--- config.mk ---
export PLATFORM = sky130hd
export DESIGN_NAME = otc_osc_ctrl
export DESIGN_NICKNAME = d
export VERILOG_FILES = /design/src/pkg/otc_pkg.sv /design/src/rtl/otc_osc_ctrl.sv /design/src/rtl/otc_trim_slew.sv
export SDC_FILE = /design/constraint.sdc
export NUM_CORES = 1
export LEC_CHECK = 0
export ABC_AREA = 1
export BUFFER_PORTS_ARGS = -buffer_cell sky130_fd_sc_hd__buf_2
export CAP_MARGIN = 25
export CELL_PAD_IN_SITES_DETAIL_PLACEMENT = 0
export CELL_PAD_IN_SITES_GLOBAL_PLACEMENT = 1
export CORE_ASPECT_RATIO = 2
export CORE_MARGIN = 8
export CORE_UTILIZATION = 34
export CTS_CLUSTER_SIZE = 25
export DETAILED_ROUTE_END_ITERATION = 8
export PLACE_DENSITY_LB_ADDON = 0.1
export SLEW_MARGIN = 10
export SYNTH_ARGS = -nofsm -noshare
export SYNTH_HDL_FRONTEND = slang
export SYNTH_SLANG_ARGS = --single-unit
--- constraint.sdc ---
create_clock -name mclk -period 2.15 [get_ports mclk]
set_clock_uncertainty 0.2 [all_clocks]
set_input_delay 0.3225 -clock mclk [delete_from_list [all_inputs] [get_ports mclk]]
set_output_delay 0.3225 -clock mclk [all_outputs]
set_load 0.02 [all_outputs]
--- src/pkg/otc_pkg.sv ---
/*
  Constants for the internal oscillator trim and multiplier control.
  Assumes a 40 MHz control clock and a single tuning register.
*/
package otc_pkg;

  // ----------------------------------------------------------------
  // Register map
  // ----------------------------------------------------------------
  localparam int OTC_ADDR_W = 4;
  localparam logic [3:0] OTC_TRIM_ADDR = 4'h0;
  localparam logic [7:0] OTC_TRIM_RESET = 8'h00;
  localparam int OTC_LFSRC_BIT = 7;
  localparam int OTC_MULT_BIT = 6;
  localparam int OTC_TRIM_MSB = 4;
  localparam int OTC_TRIM_W = 5;
  localparam logic [4:0] OTC_TRIM_CENTRE = 5'h00;

  // ----------------------------------------------------------------
  // Mode codes
  // ----------------------------------------------------------------
  localparam logic [3:0] OTC_PCFG_INT_A = 4'h9;
  localparam logic [3:0] OTC_PCFG_INT_B = 4'h8;
  localparam logic [2:0] OTC_IFS_8M = 3'h7;
  localparam logic [2:0] OTC_IFS_4M = 3'h6;
  localparam logic [2:0] OTC_IFS_2M = 3'h5;
  localparam logic [2:0] OTC_IFS_1M = 3'h4;
  localparam logic [2:0] OTC_IFS_500K = 3'h3;
  localparam logic [2:0] OTC_IFS_250K = 3'h2;
  localparam logic [2:0] OTC_IFS_125K = 3'h1;
  localparam logic [2:0] OTC_IFS_31K = 3'h0;

  // ----------------------------------------------------------------
  // Nominal frequencies in kHz
  // ----------------------------------------------------------------
  localparam logic [15:0] OTC_F8M_KHZ = 16'h1f40;
  localparam logic [15:0] OTC_F4M_KHZ = 16'h0fa0;
  localparam logic [15:0] OTC_F2M_KHZ = 16'h07d0;
  localparam logic [15:0] OTC_F1M_KHZ = 16'h03e8;
  localparam logic [15:0] OTC_F500K_KHZ = 16'h01f4;
  localparam logic [15:0] OTC_F250K_KHZ = 16'h00fa;
  localparam logic [15:0] OTC_F125K_KHZ = 16'h007d;
  localparam logic [15:0] OTC_F31K_KHZ = 16'h001f;
  localparam int OTC_MULT_SHIFT = 2;

  // ----------------------------------------------------------------
  // Timing
  // ----------------------------------------------------------------
  localparam int OTC_CLK_MHZ = 40;
  localparam int OTC_SETTLE_US = 1000;
  localparam int OTC_SETTLE_CYCLES = OTC_SETTLE_US * OTC_CLK_MHZ;
  localparam int OTC_TRIM_STEPS = 32;
  localparam int OTC_LF_DIV = 256;
  localparam logic [7:0] OTC_LF_DIV_LAST = 8'(OTC_LF_DIV - 1);

  // Slew unit states, Gray along idle -> slewing
  typedef enum logic [1:0] {
    OTC_SLEW_IDLE = 2'h0,
    OTC_SLEW_MOVE = 2'h1
  } otc_slew_e;

endpackage : otc_pkg

--- src/rtl/otc_osc_ctrl.sv ---
/*
  Internal oscillator control: tuning register, trim slewing,
  low-frequency source select and the 4x multiplier gate.
  Assumes oscillator ticks and config inputs are synchronous to mclk.
*/
`timescale 1ns/1ps

// Function
// - Centre trim gives calibrated 8 MHz
// - RC oscillator ignores trim register
// - Five-bit trim field tunes main oscillator
// - Trim settles within 1 ms, no flag
// - 01111 max, 00000 centre, 10000 min
// - Bit 7 picks divide-by-256 or RC
// - Multiplier gives four times selected clock
// - Bit 6 enables multiplier, software only
// - Multiplier needs internal config and 8/4 MHz
// - Unused bits read zero, ignore writes
// - Select 111 is 8 MHz, 110 4 MHz
// - RC at 31 kHz stops main oscillator
module otc_osc_ctrl #(
  parameter int SETTLE_CYCLES = otc_pkg::OTC_SETTLE_CYCLES
) (
  // Clock and reset
  input wire logic mclk,
  input wire logic srst,

  // Register port
  input wire logic [otc_pkg::OTC_ADDR_W-1:0] addr,
  input wire logic [7:0] wr_data,
  input wire logic wr_stb,
  input wire logic rd_stb,
  output logic [7:0] rd_data,

  // Clock configuration from outside
  input wire logic [3:0] primary_clock_config,
  input wire logic [2:0] internal_freq_select,

  // Oscillator ticks
  input wire logic main_osc_tick,
  input wire logic rc_osc_tick,

  // Oscillator controls
  output logic [otc_pkg::OTC_TRIM_W-1:0] osc_trim_code,
  output logic main_osc_enable,
  output logic freq_multiplier_active,

  // Low-frequency clock
  output logic low_freq_source_select,
  output logic low_freq_tick,

  // Nominal frequencies
  output logic [15:0] base_freq_khz,
  output logic [15:0] device_freq_khz
);
  import otc_pkg::*;

  // ----------------------------------------------------------------
  // Derived timing
  // ----------------------------------------------------------------

  // Longest time rounds down so a full walk ends inside the window
  localparam int STEP_CYCLES = SETTLE_CYCLES / OTC_TRIM_STEPS;

  generate
    if (SETTLE_CYCLES < OTC_TRIM_STEPS) begin : g_bad_settle_lo
      $error("otc_osc_ctrl: SETTLE_CYCLES too small");
    end
    if (STEP_CYCLES > 65535) begin : g_bad_settle_hi
      $error("otc_osc_ctrl: SETTLE_CYCLES too large");
    end
  endgenerate

  // ----------------------------------------------------------------
  // Register state
  // ----------------------------------------------------------------

  logic [OTC_TRIM_W-1:0] trim_reg;
  logic lfsrc_reg;
  logic mult_en_reg;
  logic [7:0] rd_data_reg;
  logic [7:0] read_word;
  logic trim_hit;
  logic trim_wr;
  logic trim_rd;

  // Decode of the single mapped word
  assign trim_hit = (addr == OTC_TRIM_ADDR);
  assign trim_wr = wr_stb && trim_hit;
  assign trim_rd = rd_stb && trim_hit;

  // ----------------------------------------------------------------
  // Multiplier qualification
  // ----------------------------------------------------------------

  logic cfg_internal;
  logic ifs_fast;
  logic mult_qual;

  // Multiplier is legal only in internal primary mode at 8 or 4 MHz
  assign cfg_internal = (primary_clock_config == OTC_PCFG_INT_A)
                     || (primary_clock_config == OTC_PCFG_INT_B);
  assign ifs_fast = (internal_freq_select == OTC_IFS_8M)
                 || (internal_freq_select == OTC_IFS_4M);
  assign mult_qual = cfg_internal && ifs_fast;

  // ----------------------------------------------------------------
  // Register writes
  // ----------------------------------------------------------------

  // Trim field; the whole five bits take the written value
  always_ff @(posedge mclk) begin
    if (srst) begin
      trim_reg <= OTC_TRIM_RESET[OTC_TRIM_MSB:0];
    end else if (trim_wr) begin
      trim_reg <= wr_data[OTC_TRIM_MSB:0];
    end
  end

  // Low-frequency source select bit
  always_ff @(posedge mclk) begin
    if (srst) begin
      lfsrc_reg <= OTC_TRIM_RESET[OTC_LFSRC_BIT];
    end else if (trim_wr) begin
      lfsrc_reg <= wr_data[OTC_LFSRC_BIT];
    end
  end

  // Multiplier enable; dropped the moment qualification is lost,
  // and a write while unqualified cannot set it
  always_ff @(posedge mclk) begin
    if (srst) begin
      mult_en_reg <= OTC_TRIM_RESET[OTC_MULT_BIT];
    end else if (!mult_qual) begin
      mult_en_reg <= 1'b0;
    end else if (trim_wr) begin
      mult_en_reg <= wr_data[OTC_MULT_BIT];
    end
  end

  // ----------------------------------------------------------------
  // Register reads
  // ----------------------------------------------------------------

  // Bit 5 is hard zero; nothing stores it
  always_comb begin
    read_word = 8'h00;
    read_word[OTC_LFSRC_BIT] = lfsrc_reg;
    read_word[OTC_MULT_BIT] = mult_en_reg;
    read_word[OTC_TRIM_MSB:0] = trim_reg;
  end

  // Read data valid only in the cycle after the strobe;
  // unmapped addresses answer zero
  always_ff @(posedge mclk) begin
    if (srst) begin
      rd_data_reg <= 8'h00;
    end else if (trim_rd) begin
      rd_data_reg <= read_word;
    end else begin
      rd_data_reg <= 8'h00;
    end
  end

  assign rd_data = rd_data_reg;

  // ----------------------------------------------------------------
  // Trim slewing
  // ----------------------------------------------------------------

  // The applied code walks in steps so the oscillator never jumps;
  // there is deliberately no done flag for software to poll
  otc_trim_slew #(
    .STEP_CYCLES(STEP_CYCLES)
  ) u_slew (
    .mclk(mclk),
    .srst(srst),
    .target(trim_reg),
    .trim_code(osc_trim_code)
  );

  // ----------------------------------------------------------------
  // Oscillator enables
  // ----------------------------------------------------------------

  logic main_en_reg;
  logic mult_act_reg;
  logic lf_rc_only;

  // Only 31 kHz from the RC source lets the main oscillator sleep
  assign lf_rc_only = (internal_freq_select == OTC_IFS_31K)
                   && !lfsrc_reg;

  always_ff @(posedge mclk) begin
    if (srst) begin
      main_en_reg <= 1'b0;
    end else begin
      main_en_reg <= !lf_rc_only;
    end
  end

  // Multiplier runs only with the bit set and still qualified
  always_ff @(posedge mclk) begin
    if (srst) begin
      mult_act_reg <= 1'b0;
    end else begin
      mult_act_reg <= mult_en_reg && mult_qual;
    end
  end

  assign main_osc_enable = main_en_reg;
  assign freq_multiplier_active = mult_act_reg;

  // ----------------------------------------------------------------
  // Low-frequency clock
  // ----------------------------------------------------------------

  logic [7:0] div_cnt_reg;
  logic lf_tick_reg;
  logic lfsrc_out_reg;
  logic div_wrap;

  // Divider free-runs on main ticks so a switch to it is immediate
  assign div_wrap = main_osc_tick && (div_cnt_reg == OTC_LF_DIV_LAST);

  always_ff @(posedge mclk) begin
    if (srst) begin
      div_cnt_reg <= 8'h00;
    end else if (main_osc_tick) begin
      div_cnt_reg <= div_cnt_reg + 8'h01;
    end
  end

  // RC path takes the tick untouched; trim never reaches it
  always_ff @(posedge mclk) begin
    if (srst) begin
      lf_tick_reg <= 1'b0;
    end else if (lfsrc_reg) begin
      lf_tick_reg <= div_wrap;
    end else begin
      lf_tick_reg <= rc_osc_tick;
    end
  end

  always_ff @(posedge mclk) begin
    if (srst) begin
      lfsrc_out_reg <= 1'b0;
    end else begin
      lfsrc_out_reg <= lfsrc_reg;
    end
  end

  assign low_freq_tick = lf_tick_reg;
  assign low_freq_source_select = lfsrc_out_reg;

  // ----------------------------------------------------------------
  // Nominal frequency report
  // ----------------------------------------------------------------

  logic [15:0] base_khz;
  logic [15:0] base_reg;
  logic [15:0] dev_reg;

  // Nominal figures assume centre trim; trim offsets are not modelled
  always_comb begin
    unique case (internal_freq_select)
      OTC_IFS_8M: base_khz = OTC_F8M_KHZ;
      OTC_IFS_4M: base_khz = OTC_F4M_KHZ;
      OTC_IFS_2M: base_khz = OTC_F2M_KHZ;
      OTC_IFS_1M: base_khz = OTC_F1M_KHZ;
      OTC_IFS_500K: base_khz = OTC_F500K_KHZ;
      OTC_IFS_250K: base_khz = OTC_F250K_KHZ;
      OTC_IFS_125K: base_khz = OTC_F125K_KHZ;
      OTC_IFS_31K: base_khz = OTC_F31K_KHZ;
    endcase
  end

  always_ff @(posedge mclk) begin
    if (srst) begin
      base_reg <= 16'h0000;
    end else begin
      base_reg <= base_khz;
    end
  end

  // Four times the base when the multiplier is live
  always_ff @(posedge mclk) begin
    if (srst) begin
      dev_reg <= 16'h0000;
    end else if (mult_en_reg && mult_qual) begin
      dev_reg <= base_khz << OTC_MULT_SHIFT;
    end else begin
      dev_reg <= base_khz;
    end
  end

  assign base_freq_khz = base_reg;
  assign device_freq_khz = dev_reg;

endmodule : otc_osc_ctrl

--- src/rtl/otc_trim_slew.sv ---
/*
  Trim slew unit: walks the applied trim code one signed step at a time
  toward the software target. Assumes target is a stable register.
*/
`timescale 1ns/1ps
module otc_trim_slew #(
  parameter int STEP_CYCLES = 1250
) (
  // Clock and reset
  input wire logic mclk,
  input wire logic srst,
  // Target from the register
  input wire logic [otc_pkg::OTC_TRIM_W-1:0] target,
  // Code applied to the oscillator
  output logic [otc_pkg::OTC_TRIM_W-1:0] trim_code
);
  import otc_pkg::*;

  localparam logic [15:0] STEP_LAST = 16'(STEP_CYCLES - 1);

  generate
    if (STEP_CYCLES < 1 || STEP_CYCLES > 65535) begin : g_bad_step
      $error("otc_trim_slew: STEP_CYCLES out of range");
    end
  endgenerate

  otc_slew_e state_reg;
  logic [15:0] step_cnt_reg;
  logic [OTC_TRIM_W-1:0] code_reg;
  logic signed [OTC_TRIM_W-1:0] tgt_s;
  logic signed [OTC_TRIM_W-1:0] cur_s;

  assign tgt_s = signed'(target);
  assign cur_s = signed'(code_reg);
  assign trim_code = code_reg;

  // Step timer and walk; a new target mid-walk just redirects it
  always_ff @(posedge mclk) begin
    if (srst) begin
      state_reg <= OTC_SLEW_IDLE;
      step_cnt_reg <= 16'h0000;
      code_reg <= OTC_TRIM_CENTRE;
    end else begin
      unique case (state_reg)
        OTC_SLEW_IDLE: begin
          step_cnt_reg <= 16'h0000;
          if (cur_s != tgt_s) begin
            state_reg <= OTC_SLEW_MOVE;
          end
        end
        OTC_SLEW_MOVE: begin
          if (cur_s == tgt_s) begin
            state_reg <= OTC_SLEW_IDLE;
          end else if (step_cnt_reg == STEP_LAST) begin
            step_cnt_reg <= 16'h0000;
            // Signed order keeps each step monotonic
            if (cur_s < tgt_s) begin
              code_reg <= code_reg + 5'h01;
            end else begin
              code_reg <= code_reg - 5'h01;
            end
          end else begin
            step_cnt_reg <= step_cnt_reg + 16'h0001;
          end
        end
        default: begin
          state_reg <= OTC_SLEW_IDLE;
        end
      endcase
    end
  end

endmodule : otc_trim_slew

==> impl_metrics.ini <==
[layout]
multi_input_area_um2 = 1500
final_cell_mix = dfxtp_1 (66), buf_2 (66), nor2_1 (55)
drive_gt1_share_pct = 35.1
fillers = 907
syn2layout_area_growth_pct = 40.3
largest_register_ffs = 16
insertedDiodeCount = 0
regArea_um2 = 1510
finalNetCount = 527
layout.cells.non_filler = 598

[routing]
final_antenna_net_count = 0
routed_via_density = 4.65
drc = 0
num_vias = 2782
wl_per_cell_um = 13.0
drt_first_iter_violations = 140
wl_um = 7780
firstDrtPassIters = 4

[placement]
place_inst = 575
hpwl_um = 5740
routabilityCongestion = 0.844
numPortBuffers = 66

[die]
fp.dieW_um = 82.9
num_rows = 49
start_util_pct = 34.5
die_area_um2 = 12400
pin_count = 74
die_h_um = 150
placeableCoreArea_um2 = 8830

[synthesis]
synth_seq_area_share_pct = 49.3
synth-edff-count = 0
netlist_area_um2 = 3050
async_reset_ff_share_pct = 0
syn_avg_cell_area_um2 = 7.79
synth.distinct_cells = 35
ys_warn_count = 0
synth-main-ff-cell = dfxtp_1
syn_inst = 391
yosys_register_bits = 75

[power_and_ir_drop]
power.internal_mw = 2.59
max-vdd-ir-drop_uv = 577
clockPowerShare_pct = 43.1
power_frac_seq_pct = 43.0
total_power_mw = 3.43
leakage_nw = 1.94
switching_share_pct = 24.5
switchingPower_uw = 841
combPwrFrac_pct = 13.9
power_density_nw_per_um2 = 804

[clocking]
root_buffer = clkbuf_16
cts_buffers = 9
clock_path_buffers = 2
cts_sinks = 75
cts_tree = yes
cts.clk_slew.worst_paths_ns = 0.05
htree_num_levels = 3
clk_latency_ns = 0.33

[global_route]
gr-total-overflow = 0
antenna_found_initial = 0
grt_pass1_wl_um = 13000
grt_pass1_vias = 2854
grt.total_usage_pct = 12.6
grt_max_degree = 23

[sta]
drv_slew = 0
min_period_ns = 2.12
fin_tns_setup_ns = 0
hold_viol_final = 0
final-setup-viol-count = 0
clock.fmax_ghz = 0.471
whs_ns = 0.0137
rsz0062_at_grt = true
min_period_over_period_pct = 98.8

[setup_path]
crit_path_cell_trace = inv_2, ha_4, nand2_4, nor2_4, nand2_2, nand4_1, buf_4, nand2_2, nand2_1, nand2_2, nor2_2, nand2_2, nand3_2, nand2_1, nor2_1, nor2_1
required_ns = 2.17
cp-end-kind = flip-flop
cp_slowest_cell = dfxtp_2
arrival_ns = 2.14
cp_max_fo = 3
cpPeakStageDelay_ns = 0.32
crit_path_start_kind = flip-flop
crit_top_cell = nand2_2
path_class = reg2reg

[run_status]
status = completed

[min_path]
holdCritPathClass = in2reg

[run]
cap_violations = 0
==> worst paths after layout <==
| kind | startpoint | slack [ns] | depth (start not counted) | endpoint |
|---|---|---|---|---|
| worst max-delay path | trim_reg[4] | 0.03 | 16 | u_slew.trim_code[4] |
| worst min-delay path | internal_freq_select[0] | 0.01 | 2 | base_freq_khz[1] |
| worst max register to register | trim_reg[4] | 0.03 | 16 | u_slew.trim_code[4] |
| worst min register to register | div_cnt_reg[7] | 0.26 | 2 | low_freq_tick |
==> repair_timing <==
action	4_1_cts	5_1_grt
pin swaps	14	26
buffers inserted	3	5
hold buffers	0	0
gates resized for setup	26	36
setup endpoints to repair	7	11
==> cells in the mapped netlist (all sizes together) (2+ instances only) <==
| master | number | area [um^2] |
|---|---|---|
| dfxtp | 75 | 1500 |
| inv | 62 | 233 |
| nor2 | 62 | 245 |
| nand2 | 53 | 201 |
| a21oi | 32 | 160 |
| o21ai | 18 | 90.1 |
| nand3 | 16 | 80.1 |
| nor3 | 11 | 60.1 |
| ha | 10 | 125 |
| buf | 8 | 55.1 |
| nand4 | 8 | 56.3 |
| nor4 | 7 | 43.8 |
| clkbuf | 6 | 22.5 |
| xor2 | 6 | 52.6 |
| o22ai | 3 | 18.8 |
| a31oi | 2 | 12.5 |
| nor3b | 2 | 15.0 |
| or2 | 2 | 15.0 |
==> per-layer routing <==
layer  part of all wire, %  vias up  wire length, um  GRT usage, %
met5                     0        -                0             0
met4                   2.2        0              173          6.11
met3                   8.9       13              691          5.18
met2                    44       90             3410          19.2
met1                    45     1235             3500          15.0
li1                      -     1444                -             -
==> critical path, delay by kind of cell, from the launching register on <==
| kind | cells | cell delay (ns) |
|---|---|---|
| simple gates | 13 | 0.99 |
| fa+ha+maj | 1 | 0.29 |
| buf+inv | 2 | 0.20 |
| flops | 1 | 0.32 |
==> power by group through the flow <==
stage | logic (mW) | clock network, mW | registers, mW
3_5_place_dp | 0.426 | 0 | 1.50
4_1_cts | 0.457 | 1.52 | 1.47
2_1_floorplan | 0.211 | 0 | 1.54
5_1_grt | 0.535 | 1.56 | 1.48
3_3_place_gp | 0.417 | 0 | 1.50
6_report | 0.477 | 1.48 | 1.48
==> cells by family (layout without fill, tap and decap cells) <==
| logic type | Yosys count | after routing | synth area share, % |
|---|---|---|---|
| adders and majority gates | 10 | 10 | 4.11 |
| buffers and inverters | 76 | 177 | 10.2 |
| xor gates and xnor gates | 7 | 7 | 2.01 |
| other | 1 | 5 | 0.123 |
| and+or+nand+nor | 162 | 162 | 23.8 |
| DFF | 75 | 75 | 49.3 |
| AOI/OAI and AO/OA | 60 | 60 | 10.5 |
==> final cells by class <==
class	count	area share [%]
tap	102	2.99
inverter	62	5.51
sequential	75	35.4
multi-input combinational	244	35.2
clock inverter	2	0.820
clock buffer	13	6.09
timing repair buffer	100	14.0
==> through the flow <==
stage | worst slack (ns) | area (um^2) | utilization [%]
after CTS | 0.00288 | 4090 | 46.3
final | 0.0265 | 4270 | 48.4
after detailed placement | -0.164 | 3670 | 41.6
after global placement | -0.136 | 3670 | 41.6
after floorplan | 0.00950 | 3080 | -
after global routing | -0.116 | 4270 | 48.4
Power figures use the tool's default switching activity.
